<file path="config.mk">
export PLATFORM = sky130hd
export DESIGN_NAME = ocsu_top
export DESIGN_NICKNAME = d
export VERILOG_FILES = /design/src/include/ocsu_pkg.sv /design/src/hdl/ocsu_edge_qual.sv /design/src/hdl/ocsu_top.sv
export SDC_FILE = /design/constraint.sdc
export NUM_CORES = 1
export LEC_CHECK = 0
export ABC_AREA = 1
export ABC_CLOCK_PERIOD_IN_PS = 2400
export BUFFER_PORTS_ARGS = -buffer_cell sky130_fd_sc_hd__buf_2
export CORE_AREA = 10 10 85 50
export CTS_CLUSTER_DIAMETER = 30
export CTS_CLUSTER_SIZE = 30
export DETAILED_ROUTE_END_ITERATION = 6
export DIE_AREA = 0 0 95 60
export PLACE_DENSITY = 0.86
export SKIP_LAST_GASP = 1
export SLEW_MARGIN = 0
export SYNTH_ARGS = -nofsm -noshare
export SYNTH_HDL_FRONTEND = slang
export SYNTH_HIERARCHICAL = 1
export SYNTH_SLANG_ARGS = --single-unit
</file>
<file path="constraint.sdc">
create_clock -name clk -period 2.4 [get_ports clk]
set_input_delay 0.36 -clock clk [delete_from_list [all_inputs] [get_ports clk]]
set_output_delay 0.36 -clock clk [all_outputs]
set_load 0.02 [all_outputs]
</file>
<file path="src/include/ocsu_pkg.sv">
// Oscillator clock-source unit: shared constants and types.
// Assumes one 40 MHz system clock; all clock sources arrive as sampled levels.
package ocsu_pkg;

  ////////////////////////////////////////////////////////////////////////////
  // Register map (byte addresses on the plain register port)
  localparam logic [7:0] OCSU_ADDR_STATUS = 8'h00;
  localparam logic [7:0] OCSU_ADDR_TRIM = 8'h01;

  // Status register fields
  localparam int OCSU_STAT_ENGAGED_BIT = 0;
  localparam int OCSU_STAT_REQUEST_BIT = 1;

  // Reset values
  localparam logic [7:0] OCSU_TRIM_RESET = 8'h80;
  localparam logic [7:0] OCSU_DATA_ZERO = 8'h00;

  // Rising edges of the external source needed before the switch
  localparam logic [1:0] OCSU_QUALIFY_EDGES = 2'h2;

  ////////////////////////////////////////////////////////////////////////////
  // Source select encodings
  localparam logic [1:0] OCSU_SEL_INTERNAL = 2'h0;
  localparam logic [1:0] OCSU_SEL_EXT_CLOCK = 2'h1;
  localparam logic [1:0] OCSU_SEL_EXT_RC = 2'h2;
  localparam logic [1:0] OCSU_SEL_CRYSTAL = 2'h3;

  typedef logic [1:0] ocsu_sel_t;

  // Test and monitor modes that make the switch request void
  typedef struct packed {
    logic monitor_bypass;
    logic production_test_mode;
    logic chip_test_mode;
  } ocsu_test_s;

  // Source clock levels as sampled on clk
  typedef struct packed {
    logic internal_osc_clock;
    logic ext_clock_in;
    logic rc_osc_clock;
    logic crystal_osc_clock;
  } ocsu_src_s;

  // Internal-to-external switch sequence
  typedef enum logic [2:0] {
    OCSU_IDLE,
    OCSU_QUALIFY,
    OCSU_ALIGN,
    OCSU_ENGAGE,
    OCSU_DONE
  } ocsu_switch_e;

endpackage : ocsu_pkg

</file>
<file path="src/hdl/ocsu_edge_qual.sv">
// Counts rising edges of the chosen external source while armed.
// Assumes the source level is sampled synchronously on clk.
`timescale 1ns/1ps
module ocsu_edge_qual (
  input wire logic clk,
  input wire logic reset_n,
  input wire logic arm,
  input wire logic level,
  output logic qualified
);
  import ocsu_pkg::*;

  logic prev_r;
  logic [1:0] count_r;

  // Previous level for edge detection
  always_ff @(posedge clk or negedge reset_n) begin
    if (!reset_n) begin
      prev_r <= 1'b0;
    end else begin
      prev_r <= level;
    end
  end

  always_ff @(posedge clk or negedge reset_n) begin
    if (!reset_n) begin
      count_r <= 2'h0;
    end else if (!arm) begin
      count_r <= 2'h0;
    end else if (level && !prev_r && count_r != OCSU_QUALIFY_EDGES) begin
      count_r <= count_r + 2'h1;
    end
  end

  assign qualified = arm && (count_r == OCSU_QUALIFY_EDGES);

endmodule : ocsu_edge_qual

</file>
<file path="src/hdl/ocsu_top.sv">
// Oscillator clock-source unit: source select, clock outputs, switch logic.
// Assumes source clocks and mode inputs are synchronous to clk; the system
// integration unit divides double_rate_clock again for the bus.
//
// The register addresses and strobed register access were chosen for this implementation.
`timescale 1ns/1ps
module ocsu_top (
  input wire logic clk,
  input wire logic reset_n,
  input wire ocsu_pkg::ocsu_src_s sources,
  input wire ocsu_pkg::ocsu_sel_t source_select,
  input wire ocsu_pkg::ocsu_test_s test_modes,
  input wire logic stop_mode,
  input wire logic [7:0] reg_addr,
  input wire logic [7:0] reg_wdata,
  input wire logic reg_write,
  input wire logic reg_read,
  output logic [7:0] reg_rdata,
  output logic quad_rate_clock,
  output logic double_rate_clock,
  output logic internal_osc_enable,
  output logic [7:0] trim_factor
);
  import ocsu_pkg::*;

  ////////////////////////////////////////////////////////////////////////////
  // Declarations
  logic request_r;
  logic engaged_r;
  logic use_ext_r;
  logic int_run_r;
  logic [7:0] trim_r;
  logic [7:0] rdata_r;
  logic quad_r;
  logic double_r;
  ocsu_sel_t ext_sel_r;
  ocsu_switch_e state_r;
  ocsu_switch_e state_nxt;
  logic ext_level;
  logic src_level;
  logic ignored;
  logic qualified;
  logic wr_status;
  logic wr_trim;

  assign wr_status = reg_write && (reg_addr == OCSU_ADDR_STATUS);
  assign wr_trim = reg_write && (reg_addr == OCSU_ADDR_TRIM);

  assign ignored = test_modes.monitor_bypass
                 | test_modes.production_test_mode
                 | test_modes.chip_test_mode;

  ////////////////////////////////////////////////////////////////////////////
  // source decode
  always_comb begin
    case (ext_sel_r)
      OCSU_SEL_EXT_CLOCK: ext_level = sources.ext_clock_in;
      OCSU_SEL_EXT_RC: ext_level = sources.rc_osc_clock;
      OCSU_SEL_CRYSTAL: ext_level = sources.crystal_osc_clock;
      default: ext_level = 1'b0;
    endcase
  end

  // Active source: internal until the switch completes
  assign src_level = use_ext_r ? ext_level : sources.internal_osc_clock;

  // External source choice latched when the switch starts
  always_ff @(posedge clk or negedge reset_n) begin
    if (!reset_n) begin
      ext_sel_r <= OCSU_SEL_INTERNAL;
    end else if (state_r == OCSU_IDLE && !use_ext_r) begin
      ext_sel_r <= source_select;
    end
  end

  ////////////////////////////////////////////////////////////////////////////
  // Registers
  // request bit write
  always_ff @(posedge clk or negedge reset_n) begin
    if (!reset_n) begin
      request_r <= 1'b0;
    end else if (wr_status) begin
      request_r <= reg_wdata[OCSU_STAT_REQUEST_BIT];
    end
  end

  always_ff @(posedge clk or negedge reset_n) begin
    if (!reset_n) begin
      trim_r <= OCSU_TRIM_RESET;
    end else if (wr_trim) begin
      trim_r <= reg_wdata;
    end
  end

  assign trim_factor = trim_r;

  // Read data for one cycle after the read strobe; unmapped reads zero
  always_ff @(posedge clk or negedge reset_n) begin
    if (!reset_n) begin
      rdata_r <= OCSU_DATA_ZERO;
    end else if (reg_read && reg_addr == OCSU_ADDR_STATUS) begin
      rdata_r <= OCSU_DATA_ZERO;
      rdata_r[OCSU_STAT_ENGAGED_BIT] <= engaged_r;
      rdata_r[OCSU_STAT_REQUEST_BIT] <= request_r;
    end else if (reg_read && reg_addr == OCSU_ADDR_TRIM) begin
      rdata_r <= trim_r;
    end else begin
      rdata_r <= OCSU_DATA_ZERO;
    end
  end

  assign reg_rdata = rdata_r;

  ////////////////////////////////////////////////////////////////////////////
  // Edge qualifier for the external source
  ocsu_edge_qual u_qual (
    .clk(clk),
    .reset_n(reset_n),
    .arm(state_r == OCSU_QUALIFY),
    .level(ext_level),
    .qualified(qualified)
  );

  // Switch sequence next state
  always_comb begin
    state_nxt = state_r;
    case (state_r)
      OCSU_IDLE: begin
        if (request_r && !ignored && ext_sel_r != OCSU_SEL_INTERNAL) begin
          state_nxt = OCSU_QUALIFY;
        end
      end
      OCSU_QUALIFY: begin
        if (!request_r || ignored) begin
          state_nxt = OCSU_IDLE;
        end else if (qualified) begin
          state_nxt = OCSU_ALIGN;
        end
      end
      OCSU_ALIGN: begin
        // swap only while both sources low
        if (!ext_level && !sources.internal_osc_clock) begin
          state_nxt = OCSU_ENGAGE;
        end
      end
      OCSU_ENGAGE: state_nxt = OCSU_DONE;
      OCSU_DONE: state_nxt = OCSU_DONE;
      default: state_nxt = OCSU_IDLE;
    endcase
  end

  always_ff @(posedge clk or negedge reset_n) begin
    if (!reset_n) begin
      state_r <= OCSU_IDLE;
    end else begin
      state_r <= state_nxt;
    end
  end

  always_ff @(posedge clk or negedge reset_n) begin
    if (!reset_n) begin
      use_ext_r <= 1'b0;
    end else if (state_r == OCSU_ALIGN && state_nxt == OCSU_ENGAGE) begin
      use_ext_r <= 1'b1;
    end
  end

  always_ff @(posedge clk or negedge reset_n) begin
    if (!reset_n) begin
      engaged_r <= 1'b0;
    end else if (state_r == OCSU_ALIGN && state_nxt == OCSU_ENGAGE) begin
      engaged_r <= 1'b1;
    end
  end

  always_ff @(posedge clk or negedge reset_n) begin
    if (!reset_n) begin
      int_run_r <= 1'b1;
    end else if (state_r == OCSU_ENGAGE) begin
      int_run_r <= 1'b0;
    end
  end

  assign internal_osc_enable = int_run_r && !stop_mode;

  ////////////////////////////////////////////////////////////////////////////
  // Clock outputs; wait and break do not touch them
  // wait mode leaves clocks alone
  always_ff @(posedge clk or negedge reset_n) begin
    if (!reset_n) begin
      quad_r <= 1'b0;
    end else begin
      quad_r <= src_level && !stop_mode;
    end
  end

  always_ff @(posedge clk or negedge reset_n) begin
    if (!reset_n) begin
      double_r <= 1'b0;
    end else if (src_level && !stop_mode && !quad_r) begin
      double_r <= ~double_r;
    end
  end

  assign quad_rate_clock = quad_r;
  assign double_rate_clock = double_r;
endmodule : ocsu_top

</file>
==> impl_metrics.py, run 1 <==
metrics = {
    "placement": {
        "place_congestion": 0.803,
        "dp.cells": 235,
        "portBuffers": 48,
        "hpwl_mm": 2.73,
    },
    "finish": {
        "fin_nets": 233,
        "final_common_cell": "buf_2",
        "final_cells": 243,
        "drive_gt1_frac": 0.350,
        "diodes": 0,
        "area_delta_synth_final_pct": 29.1,
        "final_cell_mix": "buf_2, nand2_1, dfrtp_1",
        "final_core_util": 0.604,
    },
    "timing": {
        "rsz0062_at_grt": "no",
        "slew_headroom": 0.525,
        "fmax_mhz": 652,
        "finClkSkew_ps": 6.81,
        "hold_viol_final": 0,
        "fin_crit_ps": 1530,
        "drv_slew": 0,
        "fin_setup_tns_ps": 0,
        "tightestPinTransition_ps": 707,
        "setup_viol": 0,
        "post-route-period-util": 0.640,
    },
    "route": {
        "wl_met1_mm": 1.52,
        "viasPerCell": 4.84,
        "top_layer": "met4",
        "wirelength_mm": 3.40,
        "met2_length_mm": 1.54,
        "drt_first_iter_violations": 71,
        "avgRoutedWirePerCell_um": 14.0,
        "vias": 1177,
        "dr.pass1.iters": 4,
        "drc": 0,
        "detail-route-antenna-nets": 0,
        "met3_length_um": 311,
    },
    "setup_path": {
        "cp.required_ps": 2570,
        "r2r-start": "state_r[1]$_DFF_PN0_",
        "rr_worst_depth": 5,
        "regToRegSetupSlack_ps": 870,
        "path_class": "flip-flop to flip-flop",
        "cp_max_fo": 7,
        "critPathLaunch": "state_r[1]$_DFF_PN0_",
        "arrival_ps": 1700,
        "cp-end-kind": "flip-flop",
        "crit_path_start_kind": "flip-flop",
    },
    "synth": {
        "synth_area_um2": 1330,
        "synth_cell_types": 24,
        "avgSynthCellArea_um2": 8.91,
        "synth.ff_latch_count": 29,
        "yosysWarnings": 6,
        "synth_fp_nets": 180,
        "seq_area_frac_synth": 0.549,
        "synthCells": 149,
    },
    "global_routing": {
        "grt_overflow": 0,
        "grt_pass1_vias": 1130,
        "antenna_found_initial": 0,
        "grt_max_degree": 30,
        "grt_pass1_wl_mm": 5.37,
        "track_usage": 0.123,
    },
    "power": {
        "peakVddDrop_uv": 373,
        "power_uw": 1160,
        "p_leak_uw": 0.000946,
        "powerDensity_nw_per_um2": 675,
    },
    "floorplanning": {
        "ios": 49,
        "core_um2": 2840,
        "start_util": 0.468,
        "die_area_um2": 5700,
        "rows": 14,
        "die_w_um": 95,
        "die_h_um": 60,
    },
    "cts": {
        "clk_latency_ps": 290,
        "clkTransAtPathRegs_ps": 70,
        "cts_tree": "built",
        "post_cts_resized": 0,
        "cts_setup_buffers": 0,
        "h-tree-depth": 2,
        "numCtsBuffers": 5,
        "cts_root_buf": "clkbuf_8",
        "cts_sinks": 29,
        "clk_path_buf_depth": 2,
        "ctsHoldBuffers": 0,
    },
    "status": {
        "status": "complete, no violations",
    },
    "worst_hold_path": {
        "hold_class": "primary input to async pin",
    },
    "flow_run": {
        "maxCapViolCount": 0,
    },
}
## cell usage after synthesis
library cell | count | area (um2)
ha_1 | 1 | 12.5
nor3_1 | 3 | 15.0
a31oi_1 | 1 | 6.26
o21ai_1 | 2 | 10.0
o211ai_1 | 1 | 7.51
nand2_1 | 28 | 105
nand2_8 | 1 | 20.0
and3_1 | 1 | 6.26
and2_1 | 1 | 6.26
o21ai_0 | 5 | 25.0
a31o_2 | 1 | 8.76
nor2_1 | 6 | 22.5
inv_1 | 24 | 90.1
nor2_2 | 9 | 56.3
nor2_4 | 1 | 11.3
nand3_1 | 22 | 110
nand3b_1 | 1 | 7.51
dfstp_2 | 2 | 52.6
nand4_1 | 5 | 31.3
nand2_2 | 2 | 12.5
buf_8 | 1 | 15.0
buf_2 | 1 | 5.00
dfrtp_1 | 27 | 676
a21oi_1 | 3 | 15.0
## registers in the layout (all words and copies together) (netlist names)
| register | cells |
|---|---|
| reg_rdata | 8 |
| state_r | 3 |
| request_r | 1 |
| engaged_r | 1 |
| int_run_r | 1 |
| double_rate_clock | 1 |
| quad_rate_clock | 1 |
| trim_factor | 8 |
| u_qual/prev_r | 1 |
| u_qual/count_r | 2 |
| ext_sel_r | 2 |
## report_power, final
part / switching, uW / total (uW) / internal, uW
combinational: 69.8 / 111 / 41.1
sequential: 13.6 / 521 / 507
clock: 187 / 525 / 338
## layer usage
metal | vias to the layer above | global-route usage
met2 | 48 | 0.176
li1 | 588 | -
met5 | - | 0
met3 | 3 | 0.0675
met4 | 0 | 0.0381
met1 | 538 | 0.155
## through the flow
step,cell area (um2),worst slack [ps],hold slack (ps)
global placement,1600,975,410
CTS,1710,903,102
global route,1710,698,130
floorplan,1330,1110,64.4
detailed placement,1600,902,418
finish,1710,865,87.7
## final timing paths
kind / end
min in group clk: trim_factor[7]$_DFFE_PN1P_
hold / removal: state_r[2]$_DFF_PN0_
max in group asynchronous: trim_factor[2]$_DFFE_PN0P_
setup / recovery: state_r[0]$_DFF_PN0_
setup reg to reg: state_r[0]$_DFF_PN0_
hold reg to reg: trim_factor[7]$_DFFE_PN1P_
## layout make-up
class                           count  area [um2]
Tap cell                           40        50.0
Timing Repair Buffer               48         240
Sequential cell                    29         728
Clock inverter                      1        30.0
Multi-Input combinational cell     94         489
Clock buffer                        7        86.3
Fill cell                         257        1120
Inverter                           24        90.1
## kinds of logic (layout without fill, tap and decap cells)
kind of cell	Yosys count	after routing	share of synthesized area
AOI/OAI and AO/OA	13	13	0.0547
adders and majority gates	1	1	0.00942
buffers and inverters	26	80	0.0829
DFF	29	29	0.549
and+or+nand+nor	80	80	0.304
## critical path, cell delays in order, from the launching register on
cell and delay, ps:
dfrtp_1 410, nor3_1 610, nand2_1 100, inv_1 100, nand3b_1 120, nand3_1 80
No activity file was read; power rests on OpenSTA's default activity.
==> inputs of run 2 (changes only) <==
Settings changed: ABC_AREA 1 to 0, ABC_CLOCK_PERIOD_IN_PS 2400 to 1300, CORE_AREA 10 10 85 50 to 10 10 88 52, DIE_AREA 0 0 95 60 to 0 0 98 62, PLACE_DENSITY 0.86 to 0.8.
Clock period 2.4 ns to 1.3 ns, I/O delays scaled along.
==> impl_metrics.py, run 2 <==
metrics = {
    "power": {
        "powerDensity_nw_per_um2": 1390,
        "p_int_uw": 1860,
        "peakVddDrop_uv": 798,
        "p_clk_frac": 0.307,
        "p_comb_frac": 0.274,
        "switchingPower_uw": 725,
        "swShare": 0.280,
        "p_seq_frac": 0.419,
        "p_leak_uw": 0.000956,
    },
    "synth": {
        "synth_top_area_cell": "dfrtp_1",
        "synthFlopType": "dfrtp_1",
        "yosysMostFrequentCell": "dfrtp_1",
        "synth_area_um2": 1260,
        "yosysWarnings": 6,
        "synth_async_sr_flop_share": 1.00,
        "avgSynthCellArea_um2": 13.4,
        "synthCells": 94,
        "synth.ff_latch_count": 29,
        "synth_cell_types": 29,
        "synth_top_area_frac": 0.536,
        "netlist_top_cells_count": "dfrtp_1, and2_1, mux2_4",
        "synth_fp_nets": 125,
        "synth-edff-count": 0,
        "synth_area_leaders": "dfrtp_1, mux2_4, and2_1, dfstp_2, mux2_2",
        "seq_area_frac_synth": 0.577,
    },
    "finish": {
        "drive_gt1_frac": 0.617,
        "multiInputGateArea_um2": 624,
        "final_cell_mix": "buf_2, dfrtp_1, buf_4",
        "final_cells": 204,
        "area_delta_synth_final_pct": 48.0,
        "fin_area_um2": 1870,
        "final_common_cell": "buf_2",
        "fillCellCount": 268,
        "fin_nets": 192,
        "regArea_um2": 728,
        "diodes": 0,
    },
    "worst_hold_path": {
        "hold_class": "primary input to flip-flop",
    },
    "flow_run": {
        "maxCapViolCount": 0,
    },
    "placement": {
        "portBuffers": 48,
        "preCtsSetupSlack_ps": -516,
        "dp.cells": 194,
        "hpwl_mm": 2.50,
        "dpl_cell_area_um2": 1660,
        "place_congestion": 0.860,
    },
    "timing": {
        "rsz0062_at_grt": "yes",
        "tightestPinTransition_ps": 630,
        "setup_slack_ps": -173,
        "finClkSkew_ps": 7.67,
        "fin_crit_ps": 1470,
        "hold_viol_final": 0,
        "holdWs_ps": 134,
        "fmax_mhz": 679,
        "slew_headroom": 0.580,
        "post-route-period-util": 1.13,
        "setup_viol": 13,
        "drv_slew": 0,
    },
    "cts": {
        "clk_path_buf_depth": 2,
        "cts_tree": "built",
        "h-tree-depth": 2,
        "cts_root_buf": "clkbuf_8",
        "clk_latency_ps": 270,
        "cts_sinks": 29,
        "numCtsBuffers": 5,
        "clkTransAtPathRegs_ps": 60,
    },
    "global_routing": {
        "grt_pass1_vias": 986,
        "grt_overflow": 0,
        "antenna_found_initial": 0,
        "grt_max_degree": 30,
        "track_usage": 0.100,
        "grt_pass1_wl_mm": 4.77,
    },
    "floorplanning": {
        "rows": 15,
        "die_area_um2": 6080,
        "die_h_um": 62,
        "start_util": 0.398,
        "die_w_um": 98,
        "core_um2": 3170,
        "ios": 49,
    },
    "route": {
        "dr.pass1.iters": 4,
        "drt_first_iter_violations": 71,
        "avgRoutedWirePerCell_um": 15.6,
        "viasPerCell": 4.64,
        "wirelength_mm": 3.18,
        "drc": 0,
        "vias": 947,
        "detail-route-antenna-nets": 0,
    },
    "setup_path": {
        "cp_max_fo": 8,
        "path_class": "primary input to flip-flop",
        "arrival_ps": 1620,
        "crit_path_start_kind": "primary input",
        "cp.required_ps": 1450,
        "cp-end-kind": "flip-flop",
    },
    "status": {
        "violations": "setup timing",
        "status": "finished with violations",
    },
}
[run 2: path summary, 6_finish.rpt]
kind                                                from                             to  slack, ps  cells past startpoint
min in group asynchronous                        reset_n      quad_rate_clock$_DFF_PN0_        480                      2
setup reg to reg                ext_sel_r[0]$_DFFE_PN0P_  u_qual/count_r[1]$_DFFE_PN0P_       -130                      5
hold reg to reg            double_rate_clock$_DFFE_PN0P_  double_rate_clock$_DFFE_PN0P_        460                      1
hold / removal                                 stop_mode      quad_rate_clock$_DFF_PN0_        130                      2
max in group asynchronous                        reset_n     trim_factor[3]$_DFFE_PN0P_        400                      2
setup / recovery                             reg_addr[5]     trim_factor[6]$_DFFE_PN0P_       -170                      5
[run 2: critical path, stage by stage]
cell and delay (ps):
buf_6 90, or4_4 540, nor4_4 160, and3_4 320
mux2_4 320
[run 2: through the flow]
step,utilization,total power (uW),setup TNS [ps]
6_report,0.589,2590,-1660
5_1_grt,0.589,2720,-2350
4_1_cts,0.564,2530,-1630
3_5_place_dp,0.525,1690,-6530
3_3_place_gp,0.525,1650,-5620
2_1_floorplan,-,1410,-3080
[run 2: kinds of logic (layout without fill, tap and decap cells)]
group                      count (synthesis)  after routing  share of synthesized area
AOI/OAI and AO/OA                          7              7                     0.0377
buffers and inverters                      3             71                     0.0149
xor gates and xnor gates                   1              1                    0.00695
adders and majority gates                  1              1                    0.00992
DFF                                       29             29                      0.577
and+or+nand+nor                           37             37                      0.190
muxes                                     16             16                      0.163
[run 2: power by group through the flow]
stage | Sequential (uW) | Combinational (uW) | Clock, uW
2_1_floorplan | 1150 | 259 | 0
3_3_place_gp | 1090 | 563 | 0
3_5_place_dp | 1100 | 592 | 0
4_1_cts | 1080 | 632 | 815
5_1_grt | 1100 | 759 | 859
6_report | 1080 | 709 | 795
[run 2: what timing repair did]
| item | 4_1_cts | 5_1_grt |
|---|---|---|
| endpoints found under the hold margin | 27 | 0 |
| endpoints found under the setup margin | 21 | 23 |
| pin swaps | 5 | 8 |
| hold buffers | 1 | 0 |
| resized for setup | 8 | 14 |
| setup buffers | 2 | 1 |
[run 2: routing by layer]
layer	track usage	vias up	wire length, um
met1	0.117	450	1480
li1	-	462	-
met3	0.0442	2	157
met4	0.0309	0	26
met2	0.166	33	1520
met5	0	-	0
[run 2: layout make-up]
class,count,share of cell area
sequential,29,0.390
multi-input combinational,62,0.334
timing repair buffer,61,0.189
clock buffer,7,0.0516
tap,42,0.0282
inverter,2,0.00402
clock inverter,1,0.00268
==> inputs of run 3 (changes only) <==
Settings changed: CORE_AREA 10 10 88 52 to 10 10 103 59, DIE_AREA 0 0 98 62 to 0 0 113 69, PLACE_DENSITY 0.8 to 0.63.
==> impl_metrics.py, run 3 (synthesis gave the netlist of run 2 again) <==
metrics = {
    "floorplanning": {
        "die_h_um": 69,
        "die_area_um2": 7800,
        "die_w_um": 113,
        "rows": 17,
        "ios": 49,
        "core_um2": 4280,
        "start_util": 0.295,
    },
    "cts": {
        "clkTransAtPathRegs_ps": 60,
        "numCtsBuffers": 5,
        "h-tree-depth": 2,
        "cts_root_buf": "clkbuf_8",
        "cts_sinks": 29,
        "clk_latency_ps": 270,
        "clk_path_buf_depth": 2,
        "cts_tree": "built",
    },
    "finish": {
        "diodes": 0,
        "final_common_cell": "buf_2",
        "fin_area_um2": 1940,
        "fin_nets": 196,
        "fillCellCount": 391,
        "drive_gt1_frac": 0.624,
        "final_cell_mix": "buf_2, dfrtp_1, mux2_4, buf_4, and2_1",
        "area_delta_synth_final_pct": 54.1,
    },
    "setup_path": {
        "cp.required_ps": 1460,
        "crit_path_start_kind": "primary input",
        "cp-end-kind": "flip-flop",
        "regToRegSetupSlack_ps": -120,
        "r2r-start": "ext_sel_r[0]$_DFFE_PN0P_",
        "arrival_ps": 1640,
        "path_class": "primary input to flip-flop",
        "r2r-end": "u_qual/count_r[0]$_DFFE_PN0P_",
        "rr_worst_depth": 5,
        "cp_max_fo": 8,
    },
    "route": {
        "viasPerCell": 4.37,
        "wirelength_mm": 3.53,
        "drt_first_iter_violations": 31,
        "dr.pass1.iters": 3,
        "vias": 970,
        "detail-route-antenna-nets": 0,
        "avgRoutedWirePerCell_um": 15.9,
        "drc": 0,
    },
    "timing": {
        "finClkSkew_ps": 6.72,
        "tightestPinTransition_ps": 347,
        "rsz0062_at_grt": "yes",
        "setup_slack_ps": -181,
        "fin_crit_ps": 1480,
        "slew_headroom": 0.769,
        "setup_viol": 16,
        "fin_setup_tns_ps": -1800,
        "drv_slew": 0,
        "hold_viol_final": 0,
        "post-route-period-util": 1.14,
        "fmax_mhz": 675,
    },
    "power": {
        "peakVddDrop_uv": 503,
        "powerDensity_nw_per_um2": 1340,
        "p_leak_uw": 0.000964,
    },
    "global_routing": {
        "grt_max_degree": 17,
        "track_usage": 0.0910,
        "grt_pass1_wl_mm": 5.68,
        "grt_pass1_vias": 1116,
        "antenna_found_initial": 0,
        "grt_overflow": 0,
    },
    "placement": {
        "portBuffers": 48,
        "dpl_cell_area_um2": 1700,
        "place_congestion": 0.769,
        "hpwl_mm": 2.68,
    },
    "worst_hold_path": {
        "hold_depth": 2,
        "min_to": "quad_rate_clock$_DFF_PN0_",
        "hold_class": "primary input to flip-flop",
        "hold_start": "stop_mode",
    },
    "flow_run": {
        "maxCapViolCount": 0,
    },
    "status": {
        "violations": "setup timing",
        "status": "finished with violations",
    },
}
[run 3: changes by cell type in the layout (fill, tap and decap cells not counted), moves of 2 or more]
cell,change
a21oi_1,-2
and2_4,-2
buf_12,+2
and2_1,+2
buf_6,+4
a21oi_2,+2
dfrtp_1,-2
dfrtp_2,+2
[run 3: layer usage]
| metal | track usage | up-vias | routed length, um |
|---|---|---|---|
| li1 | - | 468 | - |
| met1 | 0.109 | 467 | 1660 |
| met2 | 0.136 | 31 | 1580 |
| met3 | 0.0396 | 4 | 233 |
| met4 | 0.0417 | 0 | 49 |
| met5 | 0 | - | 0 |
[run 3: how the worst max path moves through the flow]
stage	startpoint	to	slack (ps)	cells after the start
after floorplan	reg_addr[5]	trim_factor[0]$_DFFE_PN0P_	-360	5
after global placement	reg_addr[5]	trim_factor[5]$_DFFE_PN0P_	-460	6
after detailed placement	reg_addr[5]	trim_factor[1]$_DFFE_PN0P_	-500	6
after CTS	reg_addr[5]	trim_factor[1]$_DFFE_PN0P_	-180	6
after global routing	reg_addr[5]	trim_factor[5]$_DFFE_PN0P_	-230	6
final	reg_addr[5]	trim_factor[5]$_DFFE_PN0P_	-180	6
[run 3: area by class of cell]
type,instances,area (um2),area share
sequential,29,731,0.376
multi-input combinational,62,622,0.320
timing repair buffer,65,425,0.219
clock buffer,7,86.3,0.0444
tap,57,71.3,0.0367
inverter,2,7.51,0.00386
[run 3: timing repair]
item | CTS | global route
endpoints found under the hold margin | 12 | 0
hold buffers | 1 | 0
pin swaps | 2 | 11
endpoints found under the setup margin | 21 | 25
buffers inserted | 3 | 2
gates resized for setup | 12 | 15
[run 3: power by group]
group | internal (uW) | total (uW) | switching (uW)
combinational | 435 | 771 | 336
clock | 419 | 736 | 317
sequential | 1010 | 1100 | 88.3
total | 1860 | 2600 | 741
[run 3: critical path: stages]
cell and delay, ps:
buf_6 90, or4_4 530, nor4_4 160, and3_4 230, buf_12 130, mux2_4 300
[run 3: metrics by stage]
| step | setup slack [ps] | total power [uW] | hold slack, ps | std cells | util |
|---|---|---|---|---|---|
| floorplan | -363 | 1410 | -101 | 94 | - |
| global placement | -464 | 1640 | 115 | 209 | 0.397 |
| detailed placement | -499 | 1660 | 119 | 209 | 0.397 |
| CTS | -184 | 2540 | 127 | 220 | 0.437 |
| global route | -231 | 2740 | 123 | 222 | 0.454 |
| finish | -181 | 2600 | 132 | 222 | 0.454 |
